===== config.mk =====
export PLATFORM = sky130hd
export DESIGN_NAME = bsr_shift_reg
export DESIGN_NICKNAME = d
export VERILOG_FILES = /design/src/bsr_pkg.sv /design/src/bsr_fifo.sv /design/src/bsr_shift_reg.sv
export SDC_FILE = /design/constraint.sdc
export NUM_CORES = 1
export LEC_CHECK = 0
export BUFFER_PORTS_ARGS = -buffer_cell sky130_fd_sc_hd__buf_2
export CORE_ASPECT_RATIO = 1.4
export CORE_MARGIN = 2
export CORE_UTILIZATION = 49
export CTS_CLUSTER_DIAMETER = 100
export CTS_CLUSTER_SIZE = 20
export DETAILED_ROUTE_END_ITERATION = 6
export PLACE_DENSITY = 0.67
export SETUP_SLACK_MARGIN = 0.02
export SKIP_LAST_GASP = 1
export SLEW_MARGIN = 40
export SYNTH_ARGS = -nofsm -noshare
export SYNTH_HDL_FRONTEND = slang
export SYNTH_HIERARCHICAL = 1
export SYNTH_SLANG_ARGS = --single-unit

===== constraint.sdc =====
create_clock -name REF_CLK_I -period 6.5 [get_ports REF_CLK_I]
set_input_delay 0.325 -clock REF_CLK_I [delete_from_list [all_inputs] [get_ports REF_CLK_I]]
set_output_delay 0.325 -clock REF_CLK_I [all_outputs]
set_load 0.02 [all_outputs]

===== src/bsr_pkg.sv =====
// Purpose: Shared constants and carrier types for the bidirectional shift register
// Assumes: One reference clock; all pin inputs are asynchronous to it
// Notes: Mode codes are the select pins read as {high, low}
package bsr_pkg;

  // ----------------------------------------------------------------
  // Sizes and reset values
  // ----------------------------------------------------------------
  localparam int BSR_WIDTH = 8;
  localparam int BSR_FIFO_DEPTH = 8;
  localparam int BSR_SYNC_STAGES = 2;
  localparam logic [BSR_WIDTH-1:0] BSR_DATA_RST = 8'h00;
  localparam logic [3:0] BSR_FILL_RST = 4'h0;
  localparam logic [3:0] BSR_FILL_FULL = 4'h8;
  localparam logic [3:0] BSR_FILL_STEP = 4'h1;
  localparam int BSR_LSB = 0;
  localparam int BSR_MSB = BSR_WIDTH - 1;

  // ----------------------------------------------------------------
  // Operating modes, decoded from {mode_select_high, mode_select_low}
  // ----------------------------------------------------------------
  typedef enum logic [1:0] {
    BSR_MODE_LOAD = 2'b00,
    BSR_MODE_UP = 2'b01,
    BSR_MODE_DOWN = 2'b10,
    BSR_MODE_HOLD = 2'b11
  } bsr_mode_e;

  // Pin group sampled together through the synchroniser
  typedef struct packed {
    logic sel_high;
    logic sel_low;
    logic ser_high;
    logic ser_low;
    logic [BSR_WIDTH-1:0] par;
  } bsr_pins_s;

  // One record per accepted clock edge, pushed into the FIFO if it has room
  typedef struct packed {
    bsr_mode_e mode;
    logic [BSR_WIDTH-1:0] value;
  } bsr_snap_s;

  localparam int BSR_PINS_W = $bits(bsr_pins_s);
  localparam int BSR_SNAP_W = $bits(bsr_snap_s);

endpackage : bsr_pkg


===== src/bsr_fifo.sv =====
// Purpose: Small synchronous FIFO with valid/ready on both sides
// Assumes: Single clock, asynchronous active-low reset
// Notes: Read data leave from an output register; DEPTH words sit behind it
`timescale 1ns/1ps
module bsr_fifo #(
  parameter int WIDTH = 8,
  parameter int DEPTH = 8
) (
  input wire logic clk_i,
  input wire logic rst_n_i,
  input wire logic in_valid_i,
  output logic in_ready_o,
  input wire logic [WIDTH-1:0] in_data_i,
  output logic out_valid_o,
  input wire logic out_ready_i,
  output logic [WIDTH-1:0] out_data_o
);

  localparam int AW = (DEPTH > 1) ? $clog2(DEPTH) : 1;
  localparam logic [AW:0] CNT_MAX = (AW+1)'(DEPTH);
  localparam logic [AW-1:0] PTR_LAST = AW'(DEPTH - 1);
  localparam logic [AW-1:0] PTR_ZERO = '0;
  localparam logic [AW-1:0] PTR_ONE = AW'(1);

  logic [WIDTH-1:0] mem_r [DEPTH];
  logic [AW-1:0] wr_ptr_r;
  logic [AW-1:0] rd_ptr_r;
  logic [AW:0] count_r;
  logic out_valid_r;
  logic [WIDTH-1:0] out_data_r;

  // ----------------------------------------------------------------
  // Handshake decode
  // ----------------------------------------------------------------
  wire push = in_valid_i && in_ready_o;
  wire mem_empty = (count_r == '0);
  // Output stage refills whenever it is empty or being drained
  wire pop = !mem_empty && (!out_valid_r || out_ready_i);
  wire [AW:0] count_nxt = count_r + (AW+1)'(push) - (AW+1)'(pop);
  wire [AW-1:0] wr_ptr_nxt = (wr_ptr_r == PTR_LAST) ? PTR_ZERO : wr_ptr_r + PTR_ONE;
  wire [AW-1:0] rd_ptr_nxt = (rd_ptr_r == PTR_LAST) ? PTR_ZERO : rd_ptr_r + PTR_ONE;

  assign in_ready_o = (count_r != CNT_MAX);
  assign out_valid_o = out_valid_r;
  assign out_data_o = out_data_r;

  // Storage array, no reset needed on data
  always_ff @(posedge clk_i) begin
    if (push) begin
      mem_r[wr_ptr_r] <= in_data_i;
    end
  end

  // Pointers and occupancy
  always_ff @(posedge clk_i or negedge rst_n_i) begin
    if (!rst_n_i) begin
      wr_ptr_r <= '0;
      rd_ptr_r <= '0;
      count_r <= '0;
    end else begin
      if (push) wr_ptr_r <= wr_ptr_nxt;
      if (pop) rd_ptr_r <= rd_ptr_nxt;
      count_r <= count_nxt;
    end
  end

  // Registered read port
  always_ff @(posedge clk_i or negedge rst_n_i) begin
    if (!rst_n_i) begin
      out_valid_r <= 1'b0;
      out_data_r <= '0;
    end else if (pop) begin
      out_valid_r <= 1'b1;
      out_data_r <= mem_r[rd_ptr_r];
    end else if (out_ready_i) begin
      out_valid_r <= 1'b0;
    end
  end

endmodule : bsr_fifo


===== src/bsr_shift_reg.sv =====
// Purpose: Eight-bit bidirectional shift register with load, shift up, shift down and hold
// Assumes: shift_clock and all data/select pins are asynchronous to REF_CLK_I and
//          each level of shift_clock lasts at least two reference cycles
// Notes: Every accepted edge also posts a {mode, value} record into a FIFO, which drops it when full
`timescale 1ns/1ps
module bsr_shift_reg
  import bsr_pkg::*;
#(
  parameter int WIDTH = bsr_pkg::BSR_WIDTH,
  parameter int FIFO_DEPTH = bsr_pkg::BSR_FIFO_DEPTH
) (
  input wire logic REF_CLK_I,
  input wire logic RST_N_I,
  input wire logic SHIFT_CLOCK_I,
  input wire logic MODE_SELECT_LOW_I,
  input wire logic MODE_SELECT_HIGH_I,
  input wire logic SERIAL_IN_LOW_END_I,
  input wire logic SERIAL_IN_HIGH_END_I,
  input wire logic [bsr_pkg::BSR_WIDTH-1:0] PARALLEL_IN_I,
  output logic [bsr_pkg::BSR_WIDTH-1:0] REGISTER_OUT_O,
  output logic REGISTER_VALID_O,
  output logic SNAP_IN_READY_O,
  output logic SNAP_VALID_O,
  input wire logic SNAP_READY_I,
  output bsr_pkg::bsr_snap_s SNAP_O,
  output logic SNAP_LOST_O,
  input wire logic SNAP_LOST_CLR_I
);
  import bsr_pkg::*;

  // ----------------------------------------------------------------
  // Next-value function, called only by the datapath
  // ----------------------------------------------------------------
  function automatic logic [BSR_WIDTH-1:0] next_value(
    input bsr_mode_e mode,
    input logic [BSR_WIDTH-1:0] cur,
    input bsr_pins_s pins
  );
    logic [BSR_WIDTH-1:0] res;
    res = cur;
    unique case (mode)
      BSR_MODE_LOAD: res = pins.par;
      BSR_MODE_UP: res = {cur[BSR_MSB-1:BSR_LSB], pins.ser_low};
      BSR_MODE_DOWN: res = {pins.ser_high, cur[BSR_MSB:BSR_LSB+1]};
      BSR_MODE_HOLD: res = cur;
    endcase
    return res;
  endfunction : next_value

  // ----------------------------------------------------------------
  // Pin synchronisers
  // ----------------------------------------------------------------
  bsr_pins_s pins_raw;
  bsr_pins_s pins_meta_r;
  bsr_pins_s pins_s_r;
  logic clk_meta_r;
  logic clk_s_r;
  logic clk_d_r;

  assign pins_raw.sel_high = MODE_SELECT_HIGH_I;
  assign pins_raw.sel_low = MODE_SELECT_LOW_I;
  assign pins_raw.ser_high = SERIAL_IN_HIGH_END_I;
  assign pins_raw.ser_low = SERIAL_IN_LOW_END_I;
  assign pins_raw.par = PARALLEL_IN_I;

  // Data and clock take the same two stages so they stay aligned
  always_ff @(posedge REF_CLK_I or negedge RST_N_I) begin
    if (!RST_N_I) begin
      pins_meta_r <= '0;
      pins_s_r <= '0;
      clk_meta_r <= 1'b0;
      clk_s_r <= 1'b0;
    end else begin
      pins_meta_r <= pins_raw;
      pins_s_r <= pins_meta_r;
      clk_meta_r <= SHIFT_CLOCK_I;
      clk_s_r <= clk_meta_r;
    end
  end

  // Edge detector looks only at the second stage
  always_ff @(posedge REF_CLK_I or negedge RST_N_I) begin
    if (!RST_N_I) begin
      clk_d_r <= 1'b0;
    end else begin
      clk_d_r <= clk_s_r;
    end
  end

  // ----------------------------------------------------------------
  // Edge and mode decode
  // ----------------------------------------------------------------
  wire clk_rise = clk_s_r && !clk_d_r;
  wire bsr_mode_e mode = bsr_mode_e'({pins_s_r.sel_high, pins_s_r.sel_low});
  wire is_load = (mode == BSR_MODE_LOAD);
  wire is_shift = (mode == BSR_MODE_UP) || (mode == BSR_MODE_DOWN);

  // ----------------------------------------------------------------
  // Storage
  // ----------------------------------------------------------------
  logic [BSR_WIDTH-1:0] data_r;
  logic [BSR_WIDTH-1:0] data_nxt;
  logic [3:0] fill_r;
  logic [3:0] fill_nxt;
  logic valid_r;
  logic valid_nxt;

  // Update only on the detected rising edge, otherwise keep
  assign data_nxt = clk_rise ? next_value(mode, data_r, pins_s_r) : data_r;

  // Contents are reset only so outputs are defined; meaning comes from valid_r
  always_ff @(posedge REF_CLK_I or negedge RST_N_I) begin
    if (!RST_N_I) begin
      data_r <= BSR_DATA_RST;
    end else begin
      data_r <= data_nxt;
    end
  end

  // Fill tracking: a load or eight shifts make every bit known
  assign fill_nxt = (clk_rise && is_load) ? BSR_FILL_FULL :
                    (clk_rise && is_shift && fill_r != BSR_FILL_FULL) ? fill_r + BSR_FILL_STEP :
                    fill_r;
  assign valid_nxt = (fill_nxt == BSR_FILL_FULL);

  always_ff @(posedge REF_CLK_I or negedge RST_N_I) begin
    if (!RST_N_I) begin
      fill_r <= BSR_FILL_RST;
      valid_r <= 1'b0;
    end else begin
      fill_r <= fill_nxt;
      valid_r <= valid_nxt;
    end
  end

  assign REGISTER_OUT_O = data_r;
  assign REGISTER_VALID_O = valid_r;

  // ----------------------------------------------------------------
  // Snapshot FIFO
  // ----------------------------------------------------------------
  bsr_snap_s snap_in;
  bsr_snap_s snap_out;
  logic fifo_in_ready;
  logic lost_r;

  assign snap_in.mode = mode;
  assign snap_in.value = data_nxt;

  bsr_fifo #(
    .WIDTH(BSR_SNAP_W),
    .DEPTH(FIFO_DEPTH)
  ) u_fifo (
    .clk_i(REF_CLK_I),
    .rst_n_i(RST_N_I),
    .in_valid_i(clk_rise),
    .in_ready_o(fifo_in_ready),
    .in_data_i(snap_in),
    .out_valid_o(SNAP_VALID_O),
    .out_ready_i(SNAP_READY_I),
    .out_data_o(snap_out)
  );

  assign SNAP_O = snap_out;
  assign SNAP_IN_READY_O = fifo_in_ready;

  // Register never stalls, so a full FIFO drops the record; set beats clear
  wire lost_set = clk_rise && !fifo_in_ready;

  always_ff @(posedge REF_CLK_I or negedge RST_N_I) begin
    if (!RST_N_I) begin
      lost_r <= 1'b0;
    end else if (lost_set) begin
      lost_r <= 1'b1;
    end else if (SNAP_LOST_CLR_I) begin
      lost_r <= 1'b0;
    end
  end

  assign SNAP_LOST_O = lost_r;

  // Helper: load seen and shifts counted apart, so the valid flag is not checked against itself
  logic chk_loaded_r;
  logic [3:0] chk_shifts_r;
  always_ff @(posedge REF_CLK_I or negedge RST_N_I) begin
    if (!RST_N_I) begin
      chk_loaded_r <= 1'b0;
      chk_shifts_r <= BSR_FILL_RST;
    end else if (clk_rise) begin
      if (is_load) begin
        chk_loaded_r <= 1'b1;
      end
      if (is_shift && chk_shifts_r != BSR_FILL_FULL) begin
        chk_shifts_r <= chk_shifts_r + BSR_FILL_STEP;
      end
    end
  end
endmodule : bsr_shift_reg


==> summary.md <==
| Metric | Value |
|---|---|
| Mapped Cells | 371 |
| Ys flop type | edfxtp_1 |
| Initial antenna violation count | 0 |
| Fin crit period | 2790 ps |
| Setup CP Type | reg -> reg |
| Crit path launch type | flip-flop |
| Sw frac | 30.9% |
| Tightest Pin Transition | 708 ps |
| Core area | 11,700 um^2 |
| Crit Path Max Fanout | 13 |
| Rel. slew slack | 52.4% |
| Clock Path Buffers | 2 |
| Busiest grt layer | met2 |
| Leakage power | 2.70 nW |
| Synth top cells by count | edfxtp_1 (80), dfrtp_1 (62), mux2i_1 (21), o21ai_0 (21) |
| CTS root buf | clkbuf_16 |
| Status | finished with violations |
| GR Layer Usage met2 | 27.5% |
| Layout Area Growth over Synthesis | 15.7% |
| Mapped cell area | 5830 um^2 |
| DRC | 0 |
| TritonCTS buffer count | 17 |
| RSZ-0062 raised after global routing | false |
| Most common cell in the netlist | edfxtp_1 |
| Top Ports | 39 |
| Met1 usage | 20.8% |
| Setup TNS | 0 ps |
| Final Skew | 7.75 ps |
| Critical Path Sink Type | flip-flop |
| 1st-pass router iterations | 4 |
| Distinct cells, synth | 49 |
| Post-DRT Antenna Nets | 0 |
| Vias in the first global route | 3,355 |
| Rows | 47 |
| Failing checks | hold timing |
| GR Overflow Total | 0 |
| Endpoints failing setup | 0 |
| Cell internal pwr | 0.00204 W |
| Via density | 5.40 |
| Layout cells sized above 1 | 26.0% |
| Clock sink total | 142 |
| Maximum clock frequency | 0.358 GHz |
| Diode count | 0 |
| Cell taking the most area after synthesis | edfxtp_1 |
| Die area | 12,800 um^2 |
| Final nets | 453 |
| Initial Util | 49.8% |
| WL final | 9.94 mm |
| Dpl hpwl | 6.87 mm |
| Async S/R FF share, synth | 43.7% |
| Worst skew pair latency | 410 ps |
| Synth top area share | 41.2% |
| Register share of total power | 41.3% |
| Comb pwr share | 26.9% |
| HP Class | in -> async |
| Final Hold Viols | 7 |
| Buffers added on ports | 38 |
| Maximum vdd drop | 0.000259 V |
| Mapped Avg Cell Area | 15.7 um^2 |
| Slew Limit Fails | 0 |
| Post-synthesis sequential area ratio | 67.8% |
| Post-CTS setup buffers | 0 |
| WL/cell | 17.2 um |
| Largest net degree at the start of global routing | 63 |
| EDFF count, synth | 80 |
| #FFs+latches synth | 142 |
| CTS resizes | 0 |
| Die X | 96.2 um |
| PD cells | 438 nW/um^2 |
| Switch Pwr | 0.000912 W |
| Post-synth net total | 406 |
| Critical path data required time | 6790 ps |
| Clock Power Share | 31.8% |
| Hold WS | -3.19 ps |
| H-Tree Depth | 4 |
| Drt initial violations | 121 |
| Final period util | 42.9% |
| RePlAce Congestion | 0.801 |
| Largest cells by area after synthesis | edfxtp_1 (41%), dfrtp_1 (27%), ha_1 (3.6%), mux2i_1 (3.6%), mux2_1 (2.5%) |
| Clk pin slew, worst setup/hold paths | 60 ps |
| Max cap viols | 0 |
| YS warnings | 6 |
| First-pass GRT wire length | 16.2 mm |
| Crit path arrival time | 3080 ps |
| CTS tree | built |
| Via count | 3,123 |
| Die Height | 133 um |
| GRT Total Usage | 17.1% |
| Met3 Use GR | 4.90% |
per-stage QoR:
step	utilization [%]	instance area (um^2)	instances	total power (W)	setup WS, ps
after floorplan	-	5830	371	0.00185	4160
after global placement	52.2	6100	544	0.00200	3880
after detailed placement	52.4	6130	544	0.00204	3700
after CTS	57.5	6730	577	0.00299	3690
after global routing	57.7	6750	578	0.00310	3510
final	57.7	6750	578	0.00295	3710
cell usage in the layout (no fill, tap or decap), types with 2 or more instances in the layout:
master / instances
a21oi_1: 9
a221oi_1: 5
a22o_1: 10
a22oi_1: 8
buf_2: 38
buf_4: 3
clkbuf_1: 3
clkbuf_16: 19
clkbuf_8: 2
clkinv_2: 3
dfrtp_1: 61
dlygate4sd3_1: 2
edfxtp_1: 80
ha_1: 17
inv_1: 15
inv_6: 2
mux2_1: 13
mux2_2: 3
mux2_4: 9
mux2i_1: 21
nand2_1: 9
nand2b_1: 5
nand3b_1: 2
nor2_1: 14
nor2_2: 3
nor2b_1: 2
nor3_1: 2
nor3_4: 2
o21ai_0: 13
o21ai_1: 8
o22ai_1: 10
o31ai_2: 10
xnor2_1: 2
cell families after synthesis:
logic type	share of synthesized area, %
buffers and inverters	3.71
flip-flops	67.8
adder cells (fa/ha/maj)	3.99
XOR/XNOR	0.451
AND/OR/NAND/NOR	5.09
AO/OA/AOI/OAI	9.94
multiplexers	9.01
power by group through the flow:
stage	Clock [W]	Sequential, W	Combinational, W
3_3_place_gp	0	0.00123	0.000770
4_1_cts	0.000957	0.00122	0.000804
6_report	0.000939	0.00122	0.000794
5_1_grt	0.000990	0.00124	0.000871
3_5_place_dp	0	0.00124	0.000800
2_1_floorplan	0	0.00127	0.000585
worst paths after layout:
path | startpoint | to | slack (ps) | cells after the start
setup / recovery | u_fifo/count_r[2] | u_fifo/count_r[2] | 3710 | 11
hold / removal | RST_N_I | REGISTER_OUT_O[6] | -3 | 2
setup reg to reg | u_fifo/count_r[2] | u_fifo/count_r[2] | 3710 | 11
hold reg to reg | clk_meta_r | clk_s_r | 350 | 0
max in group asynchronous | RST_N_I | u_fifo/rd_ptr_r[0] | 6090 | 2
min in group REF_CLK_I | PARALLEL_IN_I[6] | pins_meta_r[6] | 20 | 1
sequential cells by signal, indices dropped and copies added, names as in the netlist, 2 cells and up:
register	flops
mode	2
REGISTER_OUT_O	8
fill_r	4
u_fifo/wr_ptr_r	3
pins_s_r	10
pins_meta_r	12
u_fifo/out_data_o	10
u_fifo/rd_ptr_r	3
u_fifo/count_r	4
u_fifo/mem_r	80
final cells by class:
| type | count | area (um^2) |
|---|---|---|
| fillers | 912 | 4950 |
| flip-flops and latches | 142 | 3960 |
| multi-input cells | 196 | 1710 |
| clock buffers | 24 | 514 |
| repair buffers | 44 | 244 |
| well taps | 147 | 184 |
| clock inverters | 8 | 76.3 |
| inverters | 17 | 68.8 |
what timing repair did:
| item | in CTS | in global routing |
|---|---|---|
| setup endpoints to repair | 0 | 0 |
| hold buffers | 1 | 1 |
| endpoints found under the hold margin | 1 | 1 |
per-layer routing:
metal | routed length [um] | part of all wire [%]
met5 | 0 | 0
met4 | 228 | 2.3
met3 | 399 | 4.0
met2 | 5070 | 51
met1 | 4240 | 43
critical path: stages (launching register included):
cell and delay [ps]:
dfrtp_1 360, inv_1 110, ha_1 150, nor3b_2 530, or2_4 360, inv_2 80
ha_1 280, inv_1 50, ha_1 160, inv_1 50, fa_1 380, xnor2_1 150
Power figures use the tool's default switching activity.
